**src/hdl/awd_pkg.sv**
```systemverilog
// package: register map, reset values and timing for the window detector
package awd_pkg;
  localparam logic [7:0] ADDR_UPPER_LOW  = 8'hC4;  // upper compare low byte
  localparam logic [7:0] ADDR_UPPER_HIGH = 8'hC5;  // upper compare high byte
  localparam logic [7:0] ADDR_LOWER_LOW  = 8'hC6;  // lower compare low byte
  localparam logic [7:0] ADDR_LOWER_HIGH = 8'hC7;  // lower compare high byte
  localparam logic [7:0] ADDR_EXT_IE1    = 8'hE6;  // extended interrupt enable one
  localparam logic [7:0] ADDR_CONV_CTRL  = 8'hE8;  // converter control reg
  localparam logic [7:0] RST_UPPER       = 8'hFF;  // upper bytes reset to ones
  localparam logic [7:0] RST_LOWER       = 8'h00;  // lower bytes reset to zeros
  localparam logic [7:0] RST_EXT_IE1     = 8'h00;  // enables off after reset
  localparam logic [7:0] RST_CONV_CTRL   = 8'h00;  // control reset value
  localparam int         WIN_IE_BIT      = 2;      // window irq enable position
  localparam int         WIN_FLAG_BIT    = 1;      // window match flag position
  localparam int         LJUST_BIT       = 0;      // left justify position
  localparam int         CONV_CLOCKS     = 16;     // converter clocks per conversion
  localparam logic [4:0] CONV_CLOCKS_M1  = 5'h0F;  // last count of a conversion
  localparam int         RESULT_W        = 10;     // converter resolution
endpackage : awd_pkg

```
**src/hdl/awd_compare.sv**
```systemverilog
// window comparison of one result against the two limit words
module awd_compare
  import awd_pkg::*;
(
  input  wire logic [15:0] result_word,  // justified conversion result
  input  wire logic [15:0] upper_word,   // greater-than limit
  input  wire logic [15:0] lower_word,   // less-than limit
  output wire logic        hit           // window condition met
);
  // inside mode when lower limit exceeds upper limit
  wire logic inside_mode = lower_word > upper_word;
  wire logic above       = result_word > upper_word;
  wire logic below       = result_word < lower_word;
  // inside: strictly between; outside: below or above
  assign hit = inside_mode ? (above && below) : (above || below);
endmodule : awd_compare

```
**src/hdl/awd_window_detector.sv**
```systemverilog
// window detector: limit registers, conversion timer, flag and request
//
// Functional notes
// - compare every new result, notify on match
// - match flag lives in converter control
// - upper limit from two bytes, reset ones
// - lower limit from two bytes, reset zeros
// - limit order selects inside or outside
// - request forwarded only while enable bit set
// - sixteen converter clocks per conversion result
// - hardware only sets flag; software writes zero
module awd_window_detector
  import awd_pkg::*;
(
  input  wire logic                core_clk,    // system clock, 100 MHz
  input  wire logic                srst,        // synchronous reset, active high
  input  wire logic [7:0]          reg_addr,    // register address
  input  wire logic                reg_wr,      // write strobe, one cycle
  input  wire logic [7:0]          reg_wdata,   // write data
  input  wire logic                reg_rd,      // read strobe, one cycle
  output logic      [7:0]          reg_rdata,   // read data, one cycle later
  input  wire logic                conv_start,  // start one conversion, pulse
  input  wire logic                sar_tick,    // converter clock enable pulse
  input  wire logic [RESULT_W-1:0] adc_value,   // raw converter sample
  output logic      [15:0]         result_out,  // last justified result
  output logic                     conv_busy,   // conversion running
  output logic                     conv_done,   // result presented, pulse
  output logic                     window_irq   // masked window request
);
  // registers
  logic [7:0]  upper_lo_r, upper_hi_r;  // greater-than bytes
  logic [7:0]  lower_lo_r, lower_hi_r;  // less-than bytes
  logic [7:0]  ext_ie1_r;               // extended interrupt enable one
  logic [7:0]  ctrl_r;                  // converter control reg
  logic [4:0]  sar_cnt_r;               // converter clocks elapsed
  logic        compare_r;               // compare pending one cycle
  logic        hit;                     // window condition now

  // decode of write strobes
  wire logic wr_ul = reg_wr && reg_addr == ADDR_UPPER_LOW;
  wire logic wr_uh = reg_wr && reg_addr == ADDR_UPPER_HIGH;
  wire logic wr_ll = reg_wr && reg_addr == ADDR_LOWER_LOW;
  wire logic wr_lh = reg_wr && reg_addr == ADDR_LOWER_HIGH;
  wire logic wr_ie = reg_wr && reg_addr == ADDR_EXT_IE1;
  wire logic wr_cc = reg_wr && reg_addr == ADDR_CONV_CTRL;

  // limit words are plain concatenations
  wire logic [15:0] upper_word = {upper_hi_r, upper_lo_r};
  wire logic [15:0] lower_word = {lower_hi_r, lower_lo_r};

  // justify like the result register pair
  wire logic [15:0] just_value = ctrl_r[LJUST_BIT] ? {adc_value, 6'h00}
                                                    : {6'h00, adc_value};

  // conversion ends on the last converter clock
  wire logic conv_end = conv_busy && sar_tick && sar_cnt_r == CONV_CLOCKS_M1;

  awd_compare u_cmp
  (
    .result_word (result_out),
    .upper_word  (upper_word),
    .lower_word  (lower_word),
    .hit         (hit)
  );

  // match sets, software zero clears; set wins over clear
  wire logic match_set = compare_r && hit;
  wire logic flag_nxt  = match_set ? 1'b1
                       : (wr_cc ? reg_wdata[WIN_FLAG_BIT] & ctrl_r[WIN_FLAG_BIT]
                                : ctrl_r[WIN_FLAG_BIT]);

  // read mux, unmapped reads zero
  logic [7:0] rd_mux;
  always_comb
  begin
    unique case (reg_addr)
      ADDR_UPPER_LOW:  rd_mux = upper_lo_r;
      ADDR_UPPER_HIGH: rd_mux = upper_hi_r;
      ADDR_LOWER_LOW:  rd_mux = lower_lo_r;
      ADDR_LOWER_HIGH: rd_mux = lower_hi_r;
      ADDR_EXT_IE1:    rd_mux = ext_ie1_r;
      ADDR_CONV_CTRL:  rd_mux = ctrl_r;
      default:         rd_mux = 8'h00;
    endcase
  end

  // limit byte registers
  always_ff @(posedge core_clk)
  begin
    if (srst)
    begin
      upper_lo_r <= RST_UPPER;
      upper_hi_r <= RST_UPPER;
      lower_lo_r <= RST_LOWER;
      lower_hi_r <= RST_LOWER;
    end
    else
    begin
      if (wr_ul) upper_lo_r <= reg_wdata;
      if (wr_uh) upper_hi_r <= reg_wdata;
      if (wr_ll) lower_lo_r <= reg_wdata;
      if (wr_lh) lower_hi_r <= reg_wdata;
    end
  end

  // enable and control registers; flag is hardware-set only
  always_ff @(posedge core_clk)
  begin
    if (srst)
    begin
      ext_ie1_r <= RST_EXT_IE1;
      ctrl_r    <= RST_CONV_CTRL;
    end
    else
    begin
      if (wr_ie) ext_ie1_r <= reg_wdata;
      if (wr_cc) ctrl_r <= reg_wdata;
      ctrl_r[WIN_FLAG_BIT] <= flag_nxt;
    end
  end

  // conversion timer counts converter clock enables
  always_ff @(posedge core_clk)
  begin
    if (srst)
    begin
      conv_busy <= 1'b0;
      sar_cnt_r <= 5'h00;
    end
    else if (conv_end)
    begin
      conv_busy <= 1'b0;
      sar_cnt_r <= 5'h00;
    end
    else if (conv_busy && sar_tick)
      sar_cnt_r <= sar_cnt_r + 5'h01;
    else if (!conv_busy && conv_start)
      conv_busy <= 1'b1;  // start while busy is ignored
  end

  // result capture and one compare per conversion
  always_ff @(posedge core_clk)
  begin
    if (srst)
    begin
      result_out <= 16'h0000;
      conv_done  <= 1'b0;
      compare_r  <= 1'b0;
    end
    else
    begin
      conv_done <= conv_end;
      compare_r <= conv_end;
      if (conv_end) result_out <= just_value;
    end
  end

  // outputs: masked request and read data
  always_ff @(posedge core_clk)
  begin
    if (srst)
    begin
      window_irq <= 1'b0;
      reg_rdata  <= 8'h00;
    end
    else
    begin
      window_irq <= flag_nxt && ext_ie1_r[WIN_IE_BIT];
      reg_rdata  <= reg_rd ? rd_mux : 8'h00;
    end
  end

  // check-only count of converter clocks seen in the current conversion;
  // kept apart from sar_cnt_r so a wrong end point there is caught
  logic [4:0] ticks_seen_r;  // ticks since the last accepted start
  always_ff @(posedge core_clk)
  begin
    if (srst || (!conv_busy && conv_start))
      ticks_seen_r <= 5'h00;
    else if (conv_busy && sar_tick)
      ticks_seen_r <= ticks_seen_r + 5'h01;
  end
endmodule : awd_window_detector

```
**config.mk**
```make
export PLATFORM = sky130hd
export DESIGN_NAME = awd_window_detector
export DESIGN_NICKNAME = d
export VERILOG_FILES = /design/src/hdl/awd_pkg.sv /design/src/hdl/awd_compare.sv /design/src/hdl/awd_window_detector.sv
export SDC_FILE = /design/constraint.sdc
export NUM_CORES = 1
export LEC_CHECK = 0
export ABC_AREA = 0
export BUFFER_PORTS_ARGS = -buffer_cell sky130_fd_sc_hd__buf_2
export CORE_UTILIZATION = 40
export CTS_CLUSTER_DIAMETER = 60
export DETAILED_ROUTE_END_ITERATION = 8
export PLACE_DENSITY = 0.58
export RECOVER_POWER = 50
export SLEW_MARGIN = 25
export SYNTH_ARGS = -nofsm -noshare
export SYNTH_HDL_FRONTEND = slang
export SYNTH_SLANG_ARGS = --single-unit
export TNS_END_PERCENT = 100
```
**constraint.sdc**
```tcl
create_clock -name core_clk -period 3.8 [get_ports core_clk]
set_input_delay 1.14 -clock core_clk [delete_from_list [all_inputs] [get_ports core_clk]]
set_output_delay 1.14 -clock core_clk [all_outputs]
set_load 0.05 [all_outputs]
```
### Word-level counts from Yosys, hierarchy flattened

Index checks and enable logic that the tools add are counted.

| storage, ports and cells | value |
|---|---|
| register bits after elaboration | 80 |
| input bits | 32 |
| word-level logic and storage cells | 49 |
| output and inout port bits | 27 |

| operators by class | value |
|---|---|
| $lt $le $gt $ge | 3 |
| add/sub/neg operators | 1 |
| bitwise operators | 3 |
| equal/unequal tests | 7 |
| mux-type cells | 5 |
| reduce and logical (&&, ||, !) cells | 17 |

Operator list:

| cell | count |
|---|---|
| 8-bit == test (second input constant) | 6 |
| 8-bit case mux with 6 select lines | 1 |
| 16-bit > comparator | 2 |
| 16-bit < comparator | 1 |
| 16-bit 2-to-1 mux | 1 |
| 1-bit logical AND | 12 |
| 5-bit by 1-bit adder with 5-bit output (second input constant) | 1 |
| 5-bit by 4-bit == test with 1-bit output (second input constant) | 1 |
| 2-bit OR reduction | 2 |
| 1-bit 2-to-1 mux | 3 |
| 1-bit inverter | 2 |
| 2-bit AND reduction | 1 |
| 1-bit bitwise AND | 1 |
| 1-bit logical NOT | 1 |
| 1-bit logical OR | 1 |

### Depth between registers and ports, before layout

| depth | value |
|---|---|
| depth after elaboration | 6 |
| mapped depth | 8 |
| gate-level depth less buffers | 8 |

### Modules after synthesis

From an unflattened synthesis, not the netlist that was laid out.

| second synthesis, totals | value |
|---|---|
| cell total of the unflattened synthesis | 505 |
| area total of the unflattened synthesis | 4451.8 µm² |

Modules (own cells, without submodules):

| module | area each (µm²) | cells an instance | seq. area each (µm²) | times used |
|---|---|---|---|---|
| awd_window_detector | 3306.9 | 353 | 1601.5 | 1 |
| awd_compare | 1144.8 | 152 | 0.0 | 1 |

### Worst setup path before layout

OpenSTA, ideal clock, no wires.

| timing | value |
|---|---|
| kind | input to register |
| from | input port reg_addr[4] |
| to | register window_irq |
| stages on the path | 7 |
| required time | 3.666 ns |
| arrival | 2.194 ns |
| buffers on the path | 1 |
| path slack | 1.472 ns |
| cells stage by stage | nand4b_1 > and4bb_1 > buf_6 > nand2_4 > o21a_1 > a21oi_2 > a311oi_1 |

| on the way | value |
|---|---|
| word-level cells in the longest chain between the ends | 5 |

Ends and longest elaborated chain:

| item | line | text |
|---|---|---|
| start, declared | awd_window_detector.sv:17 | `input wire logic [7:0] reg_addr,` |
| 8-bit == test | awd_window_detector.sv:45 | `wire logic wr_cc = reg_wr && reg_addr == ADDR_CONV_CTRL;` |
| 1-bit logical AND | awd_window_detector.sv:45 |  |
| 1-bit 2-to-1 mux | awd_window_detector.sv:69 | `: (wr_cc ? reg_wdata[WIN_FLAG_BIT] & ctrl_r[WIN_FLAG_BIT]` |
| 1-bit 2-to-1 mux | awd_window_detector.sv:68 | `wire logic flag_nxt = match_set ? 1'b1` |
| 1-bit logical AND | awd_window_detector.sv:168 | `window_irq <= flag_nxt && ext_ie1_r[WIN_IE_BIT];` |
| end signal, assigned | awd_window_detector.sv:168 |  |
| end, declared | awd_window_detector.sv:28 | `output logic window_irq` |

Every way passes these cells.
A chain may end at the register's enable or synchronous reset.

### Final worst setup path

| timing | value |
|---|---|
| from | input port reg_addr[6] |
| to | register lower_lo_r[3] |

| on the way | value |
|---|---|
| word-level cells in the longest chain between the ends | 2 |

Ends and longest elaborated chain:

| item | line | text |
|---|---|---|
| 8-bit == test | awd_window_detector.sv:42 | `wire logic wr_ll = reg_wr && reg_addr == ADDR_LOWER_LOW;` |
| 1-bit logical AND | awd_window_detector.sv:42 |  |
| end signal, assigned | awd_window_detector.sv:101 | `if (wr_ll) lower_lo_r <= reg_wdata;` |
| end, declared | awd_window_detector.sv:32 | `logic [7:0] lower_lo_r, lower_hi_r;` |

Every way passes these cells.

==> results by stage <==
Power:
- The power spent charging and discharging nets is 0.4082 mW.
- The combinational power share is 5.3%.
- The share of total power dissipated in the clock network is 42.4%.
- The internal power is 1.203 mW.
- Net switching is 25.34% of the power.
- The analysis attributes to cell leakage a power of 2.156 nW.
- VDD sags by at most 0.0001965 V.
- Of the total power, registers draw 52.4%.
- Power spread over the standard cell area amounts to 329.2 nW/um^2.

Worst setup path:
- In this run the critical register-to-register path is launched from upper_lo_r[7].
- The critical path data arrival time is 3010 ps.
- The setup check on the worst reg-to-reg path leaves a slack of 1570 ps.
- The delay of the slowest critical-path stage is 620 ps.
- Along the worst path, the maximum fanout reaches 12.
- The critical path capture point type is a flop.
- The count of buffering cells on the critical path with inverters included is 2.
- Among all stages on the critical path, the largest delay is contributed by sky130_fd_sc_hd__nand4b_1.
- The worst setup path is launched from a primary input.
- The count of cells along the worst register-to-register path is 7.
- On the critical path the largest part of the delay comes from simple AND/OR/NAND/NOR gates.
- The data required time of the critical path is 4030 ps.
- The endpoint identified for the worst register-to-register timing path is window_irq.
- The critical setup path kind is primary input to flop.
- The launching instance or port of the critical path is reg_addr[6].
- The critical path goes through buf_1 -> nand2_1 -> nor4_4 -> clkbuf_1 -> nand4b_1 -> mux2i_1 -> nor2_1.

Route:
- The via count normalized by instance count is 5.442.
- In the routed design, unresolved DRC markers number 0.
- The first TritonRoute pass finished after 4 iterations.
- The post-detailed-route count of antenna-violating nets is 0.
- The routed length per placed instance is 16.56 microns.
- The routed design has 11060 microns of wire.
- The initial DRC count is 163.
- Across all layers, the routed design uses 3635 vias.

Min path:
- The startpoint identified for the worst hold timing path is ext_ie1_r[7].
- The number of instances on the worst hold path is 2.
- The class of the worst hold path is flop to flop.
- The hold path endpoint is ext_ie1_r[7].

Finish:
- The number of diodes is 0.
- The share of post-route cells with drive strength above 1 is 12.22%.
- The area added between synthesis and finish is 12.61%.
- The fill cell total of the finished layout is 1016.
- The final layout contains 608 nets.

Synthesis:
- For this run, the number of Yosys warnings is 0.
- The most used flip-flop cell after synthesis is sky130_fd_sc_hd__dfxtp_1.
- In the synthesized netlist the async set-or-reset flop fraction comes to 0%.
- The synthesized netlist net count is 558.
- Counting flops and latches in the post-synthesis netlist gives 80.
- The share of synthesized area occupied by flip-flops and latches is 36.85%.
- The distinct cell type count after synthesis is 51.
- Synthesis produced 477 cells.
- The synthesized area per cell is 9.113 sq um.
- The summed instance area of the synthesized netlist is 4347 sq um.
- The number of enable-type register cells in the synthesized netlist is 0.

GRT:
- Global routing finished with a remaining overflow of 0.
- The number of global-route vias before repair was 3395.
- The number of antenna violations at the first check in global routing is 0.
- Entering global routing, the biggest net connects 52 pins.
- The first global-routing pass estimated 17700 microns of wire.
- In the global route stage, overall resource usage came out at 20.66%.

Clock tree:
- The tree built by TritonCTS fans out to 80 sinks.
- The count of H-tree levels built during CTS is 3.
- The clock insertion delay at the later pin of the skew report is 360 ps.
- In this run the post-CTS setup repair buffer count came out at 0.
- The hold buffer count at cts is 0.
- The maximum number of buffers from clock root to sink is 2.
- The CTS tree is built.
- The number of clock buffers added by TritonCTS is 9.
- The clock-pin slew on the worst setup and hold paths is 90 ps.
- The root cell of the clock tree is sky130_fd_sc_hd__clkbuf_8.
- Post-CTS repair changed the size of 0 cells.

STA:
- After routing, the total negative slack on setup checks comes to 0 ps.
- Setup violations remaining at the end of the flow were counted as 0.
- The worst path uses 73.10% of the clock period.
- Timing would allow up to 0.3600 GHz.
- The minimum setup slack in the final design is 1022 ps.
- Clock skew on the completed layout was measured at 5.948 ps.
- The normalized max-slew margin is 27.78%.
- At the pin with the least slew margin, the transition time is 1083 ps.
- Setup repair after global routing left no endpoint under its margin.
- The number of pins with negative max-slew slack in the final report is 0.
- The hold violation count in the final report is 0.
- The clock period minus final worst setup slack is 2778 ps.

Die:
- The initial cell density of the core is 41.73%.
- The area of the die is 11290 sq um.
- In this run the vertical extent of the chip is 106.2 microns.
- The count of boundary I/O pins is 59.
- Measured along the x axis, the die boundary spans 106.2 microns.
- The core region is 10420 sq um.
- In this run the core area contains 37 standard-cell rows.

Placement:
- Timing analysis after detailed placement gives a worst setup slack of 863.2 ps.
- At the end of routability-driven placement, the weighted congestion stood at 0.8556.
- Detailed placement ended at an HPWL of 8571 microns.
- The count of buffers added on input and output ports is 58.

Status:
- The run finished with clean final reports.

Job:
- The number of max-capacitance violations reported is 0.
[through the flow]
step	hold slack (ps)	util, %	instance area [sq um]	power [mW]	std cells
floorplan	422.0	-	4347	0.9104	477
global placement	441.6	45.32	4721	0.9481	652
detailed placement	446.5	45.32	4721	0.9491	652
CTS	460.0	47.36	4933	1.632	668
global route	473.9	46.99	4895	1.679	668
finish	457.8	46.99	4895	1.611	668
[per-layer routing]
layer  up-vias  wire, microns  global-route usage [%]
met5         -              0                       0
met4         0            193                   7.639
met3        12            465                   3.617
met2        72           5156                   32.42
met1      1750           5245                   28.26
li1       1801              -                       -
[tightest hold or removal path, cell delays in order, from the launching register on]
cell and delay (ps):
sky130_fd_sc_hd__dfxtp_1 320, sky130_fd_sc_hd__nand2_1 50, sky130_fd_sc_hd__a21oi_1 50
[cell usage after synthesis, types with 3 or more instances]
cell                       count  share of area (%)
sky130_fd_sc_hd__a22o_1       11                2.2
sky130_fd_sc_hd__nand4_1      12                1.7
sky130_fd_sc_hd__nor2b_1       3               0.43
sky130_fd_sc_hd__clkbuf_1     12                1.0
sky130_fd_sc_hd__a211o_1       8                1.6
sky130_fd_sc_hd__dfxtp_1      80                 37
sky130_fd_sc_hd__a21oi_1      44                5.1
sky130_fd_sc_hd__o21ai_0       9                1.0
sky130_fd_sc_hd__nand2_1      55                4.7
sky130_fd_sc_hd__buf_2         6               0.69
sky130_fd_sc_hd__a21o_1        4               0.69
sky130_fd_sc_hd__o211ai_1      3               0.52
sky130_fd_sc_hd__a22oi_1       8                1.4
sky130_fd_sc_hd__nor2_1       37                3.2
sky130_fd_sc_hd__nand3b_1      9                1.6
sky130_fd_sc_hd__mux2i_1      21                4.8
sky130_fd_sc_hd__ha_1         49                 14
sky130_fd_sc_hd__mux4_2        8                4.1
sky130_fd_sc_hd__o21a_1        5               0.86
sky130_fd_sc_hd__nand3_1      17                2.0
sky130_fd_sc_hd__inv_1        38                3.3
[power by group through the flow]
stage	clock (mW)	sequential (mW)	combinational, mW
floorplan	0	0.866	0.0446
global placement	0	0.863	0.0849
detailed placement	0	0.863	0.0858
CTS	0.703	0.844	0.0861
global route	0.742	0.844	0.0929
finish	0.683	0.844	0.0847
[cells by family (layout without fill, tap and decap cells)]
| family | count (synthesis) | in the layout | synth area share [%] |
|---|---|---|---|
| muxes | 29 | 29 | 8.981 |
| AOI/OAI and AO/OA | 104 | 104 | 15.77 |
| and+or+nand+nor | 152 | 152 | 17.90 |
| adders and majority gates | 49 | 49 | 14.10 |
| xor gates and xnor gates | 3 | 3 | 0.6046 |
| DFF | 80 | 80 | 36.85 |
| buffers and inverters | 60 | 115 | 5.786 |
[cell usage in the layout, fill, tap and decap left out, drive strengths merged, types with 2 or more instances in the layout]
cell type  instances
mux2i             21
o21a               5
nand4             12
o211ai             4
a22oi              8
a21o               4
clkbuf            38
and2               2
nand3b             9
and3               2
a211oi             2
a21oi             45
nand4b             2
nor4               4
nand2b             2
xor2               2
buf               33
nor2              39
nand2             56
o21ai             10
a22o              11
ha                49
nor2b              3
nand3             18
a211o              8
inv               41
mux4               8
dfxtp             80
[sequential cells by signal (all words and copies together) (netlist names), 5 cells and up]
name / cells
lower_hi_r: 8
result_out: 16
upper_hi_r: 8
lower_lo_r: 8
upper_lo_r: 8
ctrl_r: 8
reg_rdata: 8
sar_cnt_r: 5
ext_ie1_r: 8
[area by class of cell]
class / instances / area [sq um] / share of cell area, %
Sequential cell: 80 / 1602 / 32.72
Clock inverter: 6 / 75.07 / 1.534
Inverter: 38 / 142.6 / 2.914
Timing Repair Buffer: 61 / 274.0 / 5.598
Multi-Input combinational cell: 337 / 2494 / 50.95
Tap cell: 136 / 170.2 / 3.476
Clock buffer: 10 / 137.6 / 2.812
[how the worst max path moves through the flow]
stage	endpoint	slack, ps	cells past startpoint
after detailed placement	window_irq	860	7
after global placement	window_irq	940	7
after floorplan	window_irq	1470	7
after global routing	lower_lo_r[6]	880	7
after CTS	window_irq	1250	7
final	lower_lo_r[3]	1020	7
Note: power is estimated with default switching activity, not from simulation.
